<file path="src/hw/adc_ctl_pkg.sv">
// constants, types and register map of the converter control block
package adc_ctl_pkg;

   // ----------------------------------------------------------------
   // bus and register map (index constants, byte address = 4 * index)
   // ----------------------------------------------------------------
   localparam int APB_ADDR_W = 18;
   localparam int APB_DATA_W = 32;
   localparam logic [15:0] IDX_CTL_LOW = 16'hc008;
   localparam logic [15:0] IDX_CTL_HIGH = 16'hc009;
   localparam logic [15:0] IDX_RES_LOW = 16'hc00a;
   localparam logic [15:0] IDX_RES_HIGH = 16'hc00b;
   localparam logic [15:0] IDX_IRQ_STATUS = 16'hc00c;
   localparam logic [15:0] IDX_IRQ_MASK = 16'hc00d;
   localparam logic [15:0] IDX_IRQ_PRIO = 16'hc00e;

   // ----------------------------------------------------------------
   // field positions and reset values
   // ----------------------------------------------------------------
   localparam int CTL_START_BIT = 0;
   localparam int CTL_FAST_BIT = 1;
   localparam int CTL_BUSY_BIT = 7;
   localparam int VREF_LSB = 5;
   localparam int CHAN_LSB = 0;
   localparam int IRQ_DONE_BIT = 0;
   localparam int IRQ_OVERRUN_BIT = 1;
   localparam logic [2:0] VREF_OFF = 3'h0;
   localparam logic [2:0] VREF_2V5 = 3'h1;
   localparam logic [2:0] VREF_1V5 = 3'h2;
   localparam logic [2:0] VREF_0V75 = 3'h4;
   localparam logic [2:0] VREF_RESET = VREF_2V5;
   localparam logic [3:0] CHAN_RESET = 4'h0;
   localparam logic [3:0] CH_SUPPLY = 4'h9;
   localparam logic [3:0] CH_CURRENT_REFERENCE_PIN = 4'ha;
   localparam logic [1:0] PRIO_RESET = 2'h0;

   // ----------------------------------------------------------------
   // timing
   // ----------------------------------------------------------------
   localparam int RESULT_BITS = 10;
   localparam int CLK_PERIOD_NS = 20;
   localparam int SAMPLE_SHORT_NS = 3000;
   localparam int SAMPLE_LONG_NS = 10000;
   localparam int CONV_SLOW_NS = 10000;
   localparam int CONV_FAST_NS = 5000;
   localparam int CNT_W = 10;
   localparam int SAMPLE_SHORT_CYC = (SAMPLE_SHORT_NS + CLK_PERIOD_NS - 1) / CLK_PERIOD_NS;
   localparam int SAMPLE_LONG_CYC = (SAMPLE_LONG_NS + CLK_PERIOD_NS - 1) / CLK_PERIOD_NS;
   localparam int BIT_SLOW_CYC = CONV_SLOW_NS / (CLK_PERIOD_NS * RESULT_BITS);
   localparam int BIT_FAST_CYC = CONV_FAST_NS / (CLK_PERIOD_NS * RESULT_BITS);

   typedef enum logic [3:0] {
      ST_IDLE = 4'h1,
      ST_SAMPLE = 4'h2,
      ST_CONVERT = 4'h4,
      ST_FINISH = 4'h8
   } conv_state_e;

   // signals towards the analogue front end
   typedef struct packed {
      logic [3:0] channel;
      logic [2:0] reference;
      logic sample;
      logic supply_on;
      logic [RESULT_BITS-1:0] dac_code;
   } analog_ctl_s;

endpackage

</file>
<file path="src/hw/adc_control_top.sv">
// control, timing and register logic of the 10-bit sar converter
//
// Notes on behaviour
// 10-bit unsigned result by successive approximation after a sample-and-hold phase.
// result bits 9:8 in upper result register bits 1:0, bits 7:0 lower.
// reference field bits 7:5 upper control: 000 off, 001 2.5V, 010 1.5V, 100 750mV.
// reference resets to the 2.5 V code.
// channel codes 1 to 8 pick io pins 0 to 7, sampled 3 us.
// code 9 picks the supply, sampled 10 us, path off in standby.
// code 10 picks the current reference pin, sampled 3 us.
// writing start bit 0 of lower control launches a conversion.
// fast bit 1 clear gives 10 us conversion, set gives 5 us.
// busy flag bit 7 of lower control reads high during conversion.
// end of conversion raises interrupt request with a programmable priority.
// busy rises next cycle, result loads before busy falls, start self-clears.
//
// Decided for this implementation: register access over APB.
`timescale 1ns/1ns
`default_nettype none
module adc_control_top
   import adc_ctl_pkg::*;
   #(parameter int BITS = RESULT_BITS)
   (
   input wire logic SYS_CLK,
   input wire logic RESET_N,
   input wire logic PSEL,
   input wire logic PENABLE,
   input wire logic PWRITE,
   input wire logic [APB_ADDR_W-1:0] PADDR,
   input wire logic [APB_DATA_W-1:0] PWDATA,
   output logic [APB_DATA_W-1:0] PRDATA,
   output logic PREADY,
   output logic PSLVERR,
   input wire logic COMPARATOR_IN,
   input wire logic STANDBY_IN,
   output analog_ctl_s ANALOG_CTL,
   output logic CONVERSION_DONE_IRQ,
   output logic [1:0] IRQ_PRIORITY
   );

   // ----------------------------------------------------------------
   // declarations
   // ----------------------------------------------------------------
   conv_state_e state_q;
   conv_state_e state_d;
   logic pready_q;
   logic pslverr_q;
   logic [APB_DATA_W-1:0] prdata_q;
   logic [APB_DATA_W-1:0] read_word;
   logic setup;
   logic access;
   logic wr_en;
   logic [15:0] idx;
   logic start_q;
   logic fast_q;
   logic busy_q;
   logic [2:0] vref_q;
   logic [3:0] chan_q;
   logic [BITS-1:0] result_q;
   logic [1:0] irq_stat_q;
   logic [1:0] irq_mask_q;
   logic [1:0] irq_set;
   logic [1:0] irq_clr;
   logic [1:0] prio_q;
   logic irq_q;
   logic [CNT_W-1:0] sample_cnt_q;
   logic start_go;
   logic start_refused;
   logic cmp_meta_q;
   logic cmp_q;
   logic stby_meta_q;
   logic stby_q;
   logic bit_tick;
   logic sar_done;
   logic [BITS-1:0] sar_code;
   logic [CNT_W-1:0] bit_period;
   analog_ctl_s analog_q;

   // ----------------------------------------------------------------
   // helper functions
   // ----------------------------------------------------------------
   // word index of a bus address; only aligned addresses are mapped
   function automatic logic is_mapped(input logic [APB_ADDR_W-1:0] addr);
      logic [15:0] i;
      i = addr[APB_ADDR_W-1:2];
      return (addr[1:0] == 2'h0) && (i >= IDX_CTL_LOW) && (i <= IDX_IRQ_PRIO);
   endfunction

   // sampling window in cycles for a given channel code
   function automatic logic [CNT_W-1:0] sample_cycles(input logic [3:0] ch);
      if (ch == CH_SUPPLY)
         return CNT_W'(SAMPLE_LONG_CYC);
      else
         return CNT_W'(SAMPLE_SHORT_CYC);
   endfunction

   // ----------------------------------------------------------------
   // pin synchronisers
   // ----------------------------------------------------------------
   // comparator and standby come from the analogue side, two flops each
   always_ff @(posedge SYS_CLK or negedge RESET_N)
   begin
      if (!RESET_N)
      begin
         cmp_meta_q <= 1'b0;
         cmp_q <= 1'b0;
         stby_meta_q <= 1'b0;
         stby_q <= 1'b0;
      end
      else
      begin
         cmp_meta_q <= COMPARATOR_IN;
         cmp_q <= cmp_meta_q;
         stby_meta_q <= STANDBY_IN;
         stby_q <= stby_meta_q;
      end
   end

   // ----------------------------------------------------------------
   // apb slave: zero wait states, answer registered at setup
   // ----------------------------------------------------------------
   assign idx = PADDR[APB_ADDR_W-1:2];
   assign setup = PSEL && !PENABLE;
   assign access = PSEL && PENABLE && pready_q;
   assign wr_en = access && PWRITE && is_mapped(PADDR);

   // read mux; reserved bits read as zero
   always_comb
   begin
      read_word = '0;
      unique case (idx)
         IDX_CTL_LOW:
         begin
            read_word[CTL_START_BIT] = start_q;
            read_word[CTL_FAST_BIT] = fast_q;
            read_word[CTL_BUSY_BIT] = busy_q;
         end
         IDX_CTL_HIGH:
         begin
            read_word[VREF_LSB +: 3] = vref_q;
            read_word[CHAN_LSB +: 4] = chan_q;
         end
         IDX_RES_LOW: read_word[7:0] = result_q[7:0];
         IDX_RES_HIGH: read_word[1:0] = result_q[BITS-1:8];
         IDX_IRQ_STATUS: read_word[1:0] = irq_stat_q;
         IDX_IRQ_MASK: read_word[1:0] = irq_mask_q;
         IDX_IRQ_PRIO: read_word[1:0] = prio_q;
         default: read_word = '0;
      endcase
   end

   // data is captured in the setup cycle, so a read sees state one cycle old
   always_ff @(posedge SYS_CLK or negedge RESET_N)
   begin
      if (!RESET_N)
      begin
         pready_q <= 1'b0;
         pslverr_q <= 1'b0;
         prdata_q <= '0;
      end
      else
      begin
         pready_q <= setup;
         pslverr_q <= setup && !is_mapped(PADDR);
         if (setup && !PWRITE && is_mapped(PADDR))
            prdata_q <= read_word;
         else
            prdata_q <= '0; // read data stands only in the access cycle
      end
   end

   // ----------------------------------------------------------------
   // control registers
   // ----------------------------------------------------------------
   // a start while busy is dropped and flagged instead
   assign start_go = wr_en && idx == IDX_CTL_LOW && PWDATA[CTL_START_BIT] && state_q == ST_IDLE;
   assign start_refused = wr_en && idx == IDX_CTL_LOW && PWDATA[CTL_START_BIT] && state_q != ST_IDLE;

   always_ff @(posedge SYS_CLK or negedge RESET_N)
   begin
      if (!RESET_N)
      begin
         fast_q <= 1'b0;
         vref_q <= VREF_RESET;
         chan_q <= CHAN_RESET;
         prio_q <= PRIO_RESET;
         irq_mask_q <= '0;
      end
      else if (wr_en)
      begin
         if (idx == IDX_CTL_LOW)
            fast_q <= PWDATA[CTL_FAST_BIT];
         if (idx == IDX_CTL_HIGH)
         begin
            vref_q <= PWDATA[VREF_LSB +: 3];
            chan_q <= PWDATA[CHAN_LSB +: 4];
         end
         if (idx == IDX_IRQ_MASK)
            irq_mask_q <= PWDATA[1:0];
         if (idx == IDX_IRQ_PRIO)
            prio_q <= PWDATA[1:0];
      end
   end

   // start reads back high for one cycle only, the first cycle of the sampling window
   always_ff @(posedge SYS_CLK or negedge RESET_N)
   begin
      if (!RESET_N)
         start_q <= 1'b0;
      else
         start_q <= start_go;
   end

   // ----------------------------------------------------------------
   // conversion sequencer
   // ----------------------------------------------------------------
   always_comb
   begin
      state_d = state_q;
      unique case (state_q)
         ST_IDLE: if (start_go) state_d = ST_SAMPLE;
         ST_SAMPLE: if (sample_cnt_q == '0) state_d = ST_CONVERT;
         ST_CONVERT: if (sar_done) state_d = ST_FINISH;
         ST_FINISH: state_d = ST_IDLE;
         default: state_d = ST_IDLE;
      endcase
   end

   always_ff @(posedge SYS_CLK or negedge RESET_N)
   begin
      if (!RESET_N)
      begin
         state_q <= ST_IDLE;
         busy_q <= 1'b0;
      end
      else
      begin
         state_q <= state_d;
         busy_q <= state_d != ST_IDLE;
      end
   end

   // sampling window length follows the channel chosen at start
   always_ff @(posedge SYS_CLK or negedge RESET_N)
   begin
      if (!RESET_N)
         sample_cnt_q <= '0;
      else if (start_go)
         sample_cnt_q <= sample_cycles(chan_q) - CNT_W'(1);
      else if (state_q == ST_SAMPLE && sample_cnt_q != '0)
         sample_cnt_q <= sample_cnt_q - CNT_W'(1);
   end

   // ----------------------------------------------------------------
   // bit stepping
   // ----------------------------------------------------------------
   // ten bit decisions; the fast bit halves the step period
   assign bit_period = fast_q ? CNT_W'(BIT_FAST_CYC) : CNT_W'(BIT_SLOW_CYC);

   rate_divider #(.W(CNT_W)) u_step_div
   (
      .clk(SYS_CLK),
      .rst_n(RESET_N),
      .enable(state_q == ST_CONVERT),
      .period(bit_period),
      .tick(bit_tick)
   );

   sar_register #(.BITS(BITS)) u_sar
   (
      .clk(SYS_CLK),
      .rst_n(RESET_N),
      .clear(start_go),
      .step(bit_tick),
      .comp_high(cmp_q),
      .code(sar_code),
      .done(sar_done)
   );

   // result lands a cycle before busy falls
   always_ff @(posedge SYS_CLK or negedge RESET_N)
   begin
      if (!RESET_N)
         result_q <= '0;
      else if (state_q == ST_CONVERT && sar_done)
         result_q <= sar_code;
   end

   // ----------------------------------------------------------------
   // analogue front end controls
   // ----------------------------------------------------------------
   // supply divider is cut in standby to save its bias current
   always_ff @(posedge SYS_CLK or negedge RESET_N)
   begin
      if (!RESET_N)
         analog_q <= '0;
      else
      begin
         analog_q.channel <= chan_q;
         analog_q.reference <= vref_q;
         analog_q.sample <= state_d == ST_SAMPLE;
         analog_q.supply_on <= (chan_q == CH_SUPPLY) && !stby_q;
         analog_q.dac_code <= sar_code;
      end
   end

   // ----------------------------------------------------------------
   // interrupt status, mask and request
   // ----------------------------------------------------------------
   always_comb
   begin
      irq_set = '0;
      irq_set[IRQ_DONE_BIT] = state_q == ST_FINISH;
      irq_set[IRQ_OVERRUN_BIT] = start_refused;
      irq_clr = (wr_en && idx == IDX_IRQ_STATUS) ? PWDATA[1:0] : 2'h0;
   end

   // write one to clear; a new event in the same cycle wins
   always_ff @(posedge SYS_CLK or negedge RESET_N)
   begin
      if (!RESET_N)
         irq_stat_q <= '0;
      else
         irq_stat_q <= (irq_stat_q & ~irq_clr) | irq_set;
   end

   always_ff @(posedge SYS_CLK or negedge RESET_N)
   begin
      if (!RESET_N)
         irq_q <= 1'b0;
      else
         irq_q <= |(irq_stat_q & irq_mask_q);
   end

   // ----------------------------------------------------------------
   // outputs
   // ----------------------------------------------------------------
   assign PRDATA = prdata_q;
   assign PREADY = pready_q;
   assign PSLVERR = pslverr_q;
   assign ANALOG_CTL = analog_q;
   assign CONVERSION_DONE_IRQ = irq_q;
   assign IRQ_PRIORITY = prio_q;

endmodule
`default_nettype wire

</file>
<file path="src/hw/rate_divider.sv">
// divider that turns the system clock into a one-cycle step enable
`timescale 1ns/1ns
`default_nettype none
module rate_divider
   #(parameter int W = 10)
   (
   input wire logic clk,
   input wire logic rst_n,
   input wire logic enable,
   input wire logic [W-1:0] period,
   output logic tick
   );

   logic [W-1:0] count_q;
   logic tick_q;

   // ----------------------------------------------------------------
   // down counter, reloaded whenever the divider is idle
   // ----------------------------------------------------------------
   always_ff @(posedge clk or negedge rst_n)
   begin
      if (!rst_n)
      begin
         count_q <= '0;
         tick_q <= 1'b0;
      end
      else if (!enable)
      begin
         count_q <= period - W'(1);
         tick_q <= 1'b0;
      end
      else if (count_q == '0)
      begin
         count_q <= period - W'(1);
         tick_q <= 1'b1;
      end
      else
      begin
         count_q <= count_q - W'(1);
         tick_q <= 1'b0;
      end
   end

   assign tick = tick_q;

endmodule
`default_nettype wire

</file>
<file path="src/hw/sar_register.sv">
// successive approximation register, one bit decided per step
`timescale 1ns/1ns
`default_nettype none
module sar_register
   #(parameter int BITS = 10)
   (
   input wire logic clk,
   input wire logic rst_n,
   input wire logic clear,
   input wire logic step,
   input wire logic comp_high,
   output logic [BITS-1:0] code,
   output logic done
   );

   localparam logic [BITS-1:0] TOP_BIT = {1'b1, {(BITS-1){1'b0}}};

   logic [BITS-1:0] code_q;
   logic [BITS-1:0] mask_q;
   logic done_q;

   // ----------------------------------------------------------------
   // trial bit kept while the input stays at or above the dac level
   // ----------------------------------------------------------------
   always_ff @(posedge clk or negedge rst_n)
   begin
      if (!rst_n)
      begin
         code_q <= '0;
         mask_q <= '0;
         done_q <= 1'b0;
      end
      else if (clear)
      begin
         code_q <= TOP_BIT;
         mask_q <= TOP_BIT;
         done_q <= 1'b0;
      end
      else if (step && mask_q != '0)
      begin
         code_q <= (comp_high ? code_q : (code_q & ~mask_q)) | (mask_q >> 1);
         mask_q <= mask_q >> 1;
         done_q <= mask_q[0]; // last bit just decided
      end
      else
      begin
         done_q <= 1'b0;
      end
   end

   assign code = code_q;
   assign done = done_q;

endmodule
`default_nettype wire

</file>
<file path="config.mk">
export PLATFORM = sky130hd
export DESIGN_NAME = adc_control_top
export DESIGN_NICKNAME = d
export VERILOG_FILES = /design/src/hw/adc_ctl_pkg.sv /design/src/hw/adc_control_top.sv /design/src/hw/rate_divider.sv /design/src/hw/sar_register.sv
export SDC_FILE = /design/constraint.sdc
export NUM_CORES = 1
export LEC_CHECK = 0
export BUFFER_PORTS_ARGS = -buffer_cell sky130_fd_sc_hd__buf_4
export CAP_MARGIN = 20
export CORE_MARGIN = 4
export CORE_UTILIZATION = 47
export CTS_CLUSTER_DIAMETER = 50
export DETAILED_ROUTE_END_ITERATION = 8
export PLACE_DENSITY = 0.71
export SYNTH_ARGS = -nofsm -noshare
export SYNTH_HDL_FRONTEND = slang
export SYNTH_HIERARCHICAL = 1
export SYNTH_SLANG_ARGS = --single-unit
export TNS_END_PERCENT = 50
</file>
<file path="constraint.sdc">
create_clock -name SYS_CLK -period 4.7 [get_ports SYS_CLK]
set_clock_uncertainty 0.1 [all_clocks]
set_input_delay 0 -clock SYS_CLK [delete_from_list [all_inputs] [get_ports SYS_CLK]]
set_output_delay 0 -clock SYS_CLK [all_outputs]
set_load 0.05 [all_outputs]
</file>
==> out/results.ini <==
[routing]
via_per_inst=5.10
drt-total-wl_mm=9.62
drt_iter0_markers=212
avgRoutedWirePerCell_um=14.6
dr.pass1.iters=4
drcViolationCount=0
num_vias=3355
antenna_left=0

[die]
io-pin-count=113
start_util_pct=47.8
rows=37
core_area_sq_um=10300
die_y_um=110
die-area_sq_um=12200
die_w_um=110

[sta]
period_share_pct=73.2
rsz0062_at_grt=false
final.setup.tns_ns=0
drv_slew=0
post-route-min-period_ns=3.44
setup_violations=0
worst_slew_pin_slew_ns=0.902
max_freq_mhz=291
slew-limit-headroom_pct=39.4
finalHoldViolCount=0

[critical_path]
crit_required_ns=4.91
crit_type=in -> reg
worstPathArrival_ns=3.65
critPathMaxFanout=7
end_kind=flop
startpoint_type=input pin

[global_route]
grt_pass1_wl_mm=15.6
antenna_found_initial=0
grt_max_degree=55
grt_pass1_vias=3322
grt_overflow=0
gr-usage-all-layers_pct=16.3

[flow_run]
cap_violations=0

[yosys]
syn_avg_cell_area_sq_um=11.7
synth_edf_count=0
ys_seq_elements=106
ys_seq_area_share_pct=54.0
synthArstFlopShare_pct=100
synth_area_sq_um=4910
synth.distinct_cells=65
synthFlopType=dfrtp_1
synth_cells=421
yosysWarnings=6

[clock_network]
cts_tree=built
clkSinkCount=106
clockBufferDepth=2
path_clk_slew_ns=0.10
clk_latency_ns=0.36
clockRootBuffer=clkbuf_8
cts_max_level=3
cts_made_buffers=9
post_cts_buffers=0

[pwr]
power_density_nw_per_um2=272
max-vdd-ir-drop_v=0.000126
power_switching_uw=390
pwr-share-seq_pct=57.8
p_int_mw=1.20
netSwitchingFraction_pct=24.5
p_leak_nw=2.79
p_clk_share_pct=34.3
p_comb_share_pct=7.9

[placed_design]
routabilityCongestion=0.842
dp_hpwl_mm=6.68
io_buffers=63
placed_area_sq_um=5460

[final_layout]
antennaDiodeCount=0
final_common_cell=dfrtp_1
areaGrowthSynthToFinish_pct=19.1
final_area_sq_um=5850
final_cell_mix=dfrtp_1 (104), buf_4 (64), conb_1 (38)
layout-drive-gt1-share_pct=24.7
num-nets-final=577

[worst_hold_path]
hp-class=in -> reg

[status]
status=complete, no violations

[per-layer routing]
metal / share of wire, % / wire length, um / track usage [%] / vias to the layer above
li1: - / - / - / 1614
met1: 43 / 4130 / 21.4 / 1631
met2: 49 / 4690 / 27.1 / 98
met3: 6.5 / 630 / 3.20 / 12
met4: 1.8 / 178 / 5.89 / 0
met5: 0 / 0 / 0 / -
[path summary, 6_finish.rpt]
check	slack, ns	to	startpoint	depth (start not counted)
hold / removal	0.009	irq_stat_q[1]$_DFF_PN0_	PADDR[6]	5
max in group asynchronous	3.28	ANALOG_CTL[7]$_DFF_PN0_	RESET_N	3
setup / recovery	1.26	PRDATA[0]$_DFF_PN0_	PADDR[1]	9
setup reg to reg	1.64	sample_cnt_q[6]$_DFFE_PN0P_	state_q[0]$_DFF_PN1_	9
hold reg to reg	0.25	stby_q$_DFF_PN0_	stby_meta_q$_DFF_PN0_	0
min in group asynchronous	0.10	PRDATA[2]$_DFF_PN0_	RESET_N	2
[cell type report]
cell class / instances / area [sq um]
clock buffers: 12 / 135
flip-flops and latches: 106 / 2660
multi-input cells: 294 / 2070
clock inverters: 4 / 53.8
repair buffers: 84 / 681
well taps: 136 / 170
fillers: 868 / 4430
inverters: 22 / 82.6
[flip-flops by register name, summed over array words and instances, names as in the netlist, 2 cells and up]
name and count:
irq_mask_q 2, sample_cnt_q 10, u_sar/mask_q 10, chan_q 4, result_q 10, state_q 4, ANALOG_CTL 19, PRDATA 8
vref_q 3, u_sar/code 10, u_step_div/count_q 10, IRQ_PRIORITY 2, irq_stat_q 2
[worst max-delay path, stage by stage]
cell and delay (ns):
dlygate4sd3_1 0.55, buf_4 0.14, nor4b_4 0.31, dlygate4sd3_1 0.64, nand4_4 0.16, or4_4 0.57, dlygate4sd3_1 0.59, a211oi_2 0.14
dlygate4sd3_1 0.56
[synthesized netlist by cell type (3+ instances only)]
master / count / area, sq um
nor4b_4: 3 / 71.3
a22oi_1: 6 / 45.0
ha_1: 3 / 37.5
dfrtp_1: 104 / 2600
buf_2: 7 / 35.0
o41ai_1: 3 / 26.3
mux2i_1: 17 / 170
a21o_1: 4 / 30.0
nand4_1: 3 / 18.8
nor4_4: 3 / 63.8
nand2_1: 32 / 120
clkbuf_1: 3 / 11.3
o21ai_0: 14 / 70.1
or4_1: 3 / 22.5
buf_4: 24 / 180
nor4_1: 5 / 31.3
nor2b_1: 3 / 18.8
nor3_1: 10 / 50.1
a21oi_1: 21 / 105
mux2_2: 22 / 248
nand3_1: 6 / 30.0
nor2_1: 30 / 113
xor2_1: 11 / 96.3
inv_1: 21 / 78.8
xnor2_1: 6 / 52.6
a31oi_1: 3 / 18.8
nand2b_1: 4 / 25.0
[repair_timing]
| action | CTS | global route |
|---|---|---|
| endpoints found under the hold margin | 77 | 0 |
| resized for setup | 0 | 0 |
| hold buffers | 20 | 0 |
[metrics by stage]
step | worst slack, ns | power, mW | cells | hold WS (ns) | util (%)
finish | 1.26 | 1.59 | 658 | 0.00893 | 56.9
global route | 1.18 | 1.67 | 658 | 0.0242 | 56.9
CTS | 1.30 | 1.61 | 658 | 0.000403 | 56.9
detailed placement | 1.63 | 1.05 | 622 | -0.0327 | 53.2
global placement | 1.67 | 1.05 | 622 | -0.0347 | 53.2
floorplan | 1.88 | 1.02 | 457 | -0.396 | -
[power groups by stage]
stage / combinational, mW / sequential (mW) / clock, mW
floorplan: 0.0815 / 0.941 / 0
global placement: 0.114 / 0.938 / 0
detailed placement: 0.115 / 0.939 / 0
CTS: 0.126 / 0.921 / 0.563
global route: 0.137 / 0.922 / 0.607
finish: 0.125 / 0.921 / 0.547
[kinds of logic after synthesis]
logic type      synth area share (%)
simple gates                    16.5
flops                           54.0
compound gates                  9.60
buf+inv                         6.52
mux                             9.42
xor+xnor                        3.03
fa+ha+maj                      0.764
other cells                    0.153
Power figures use the tool's default switching activity.
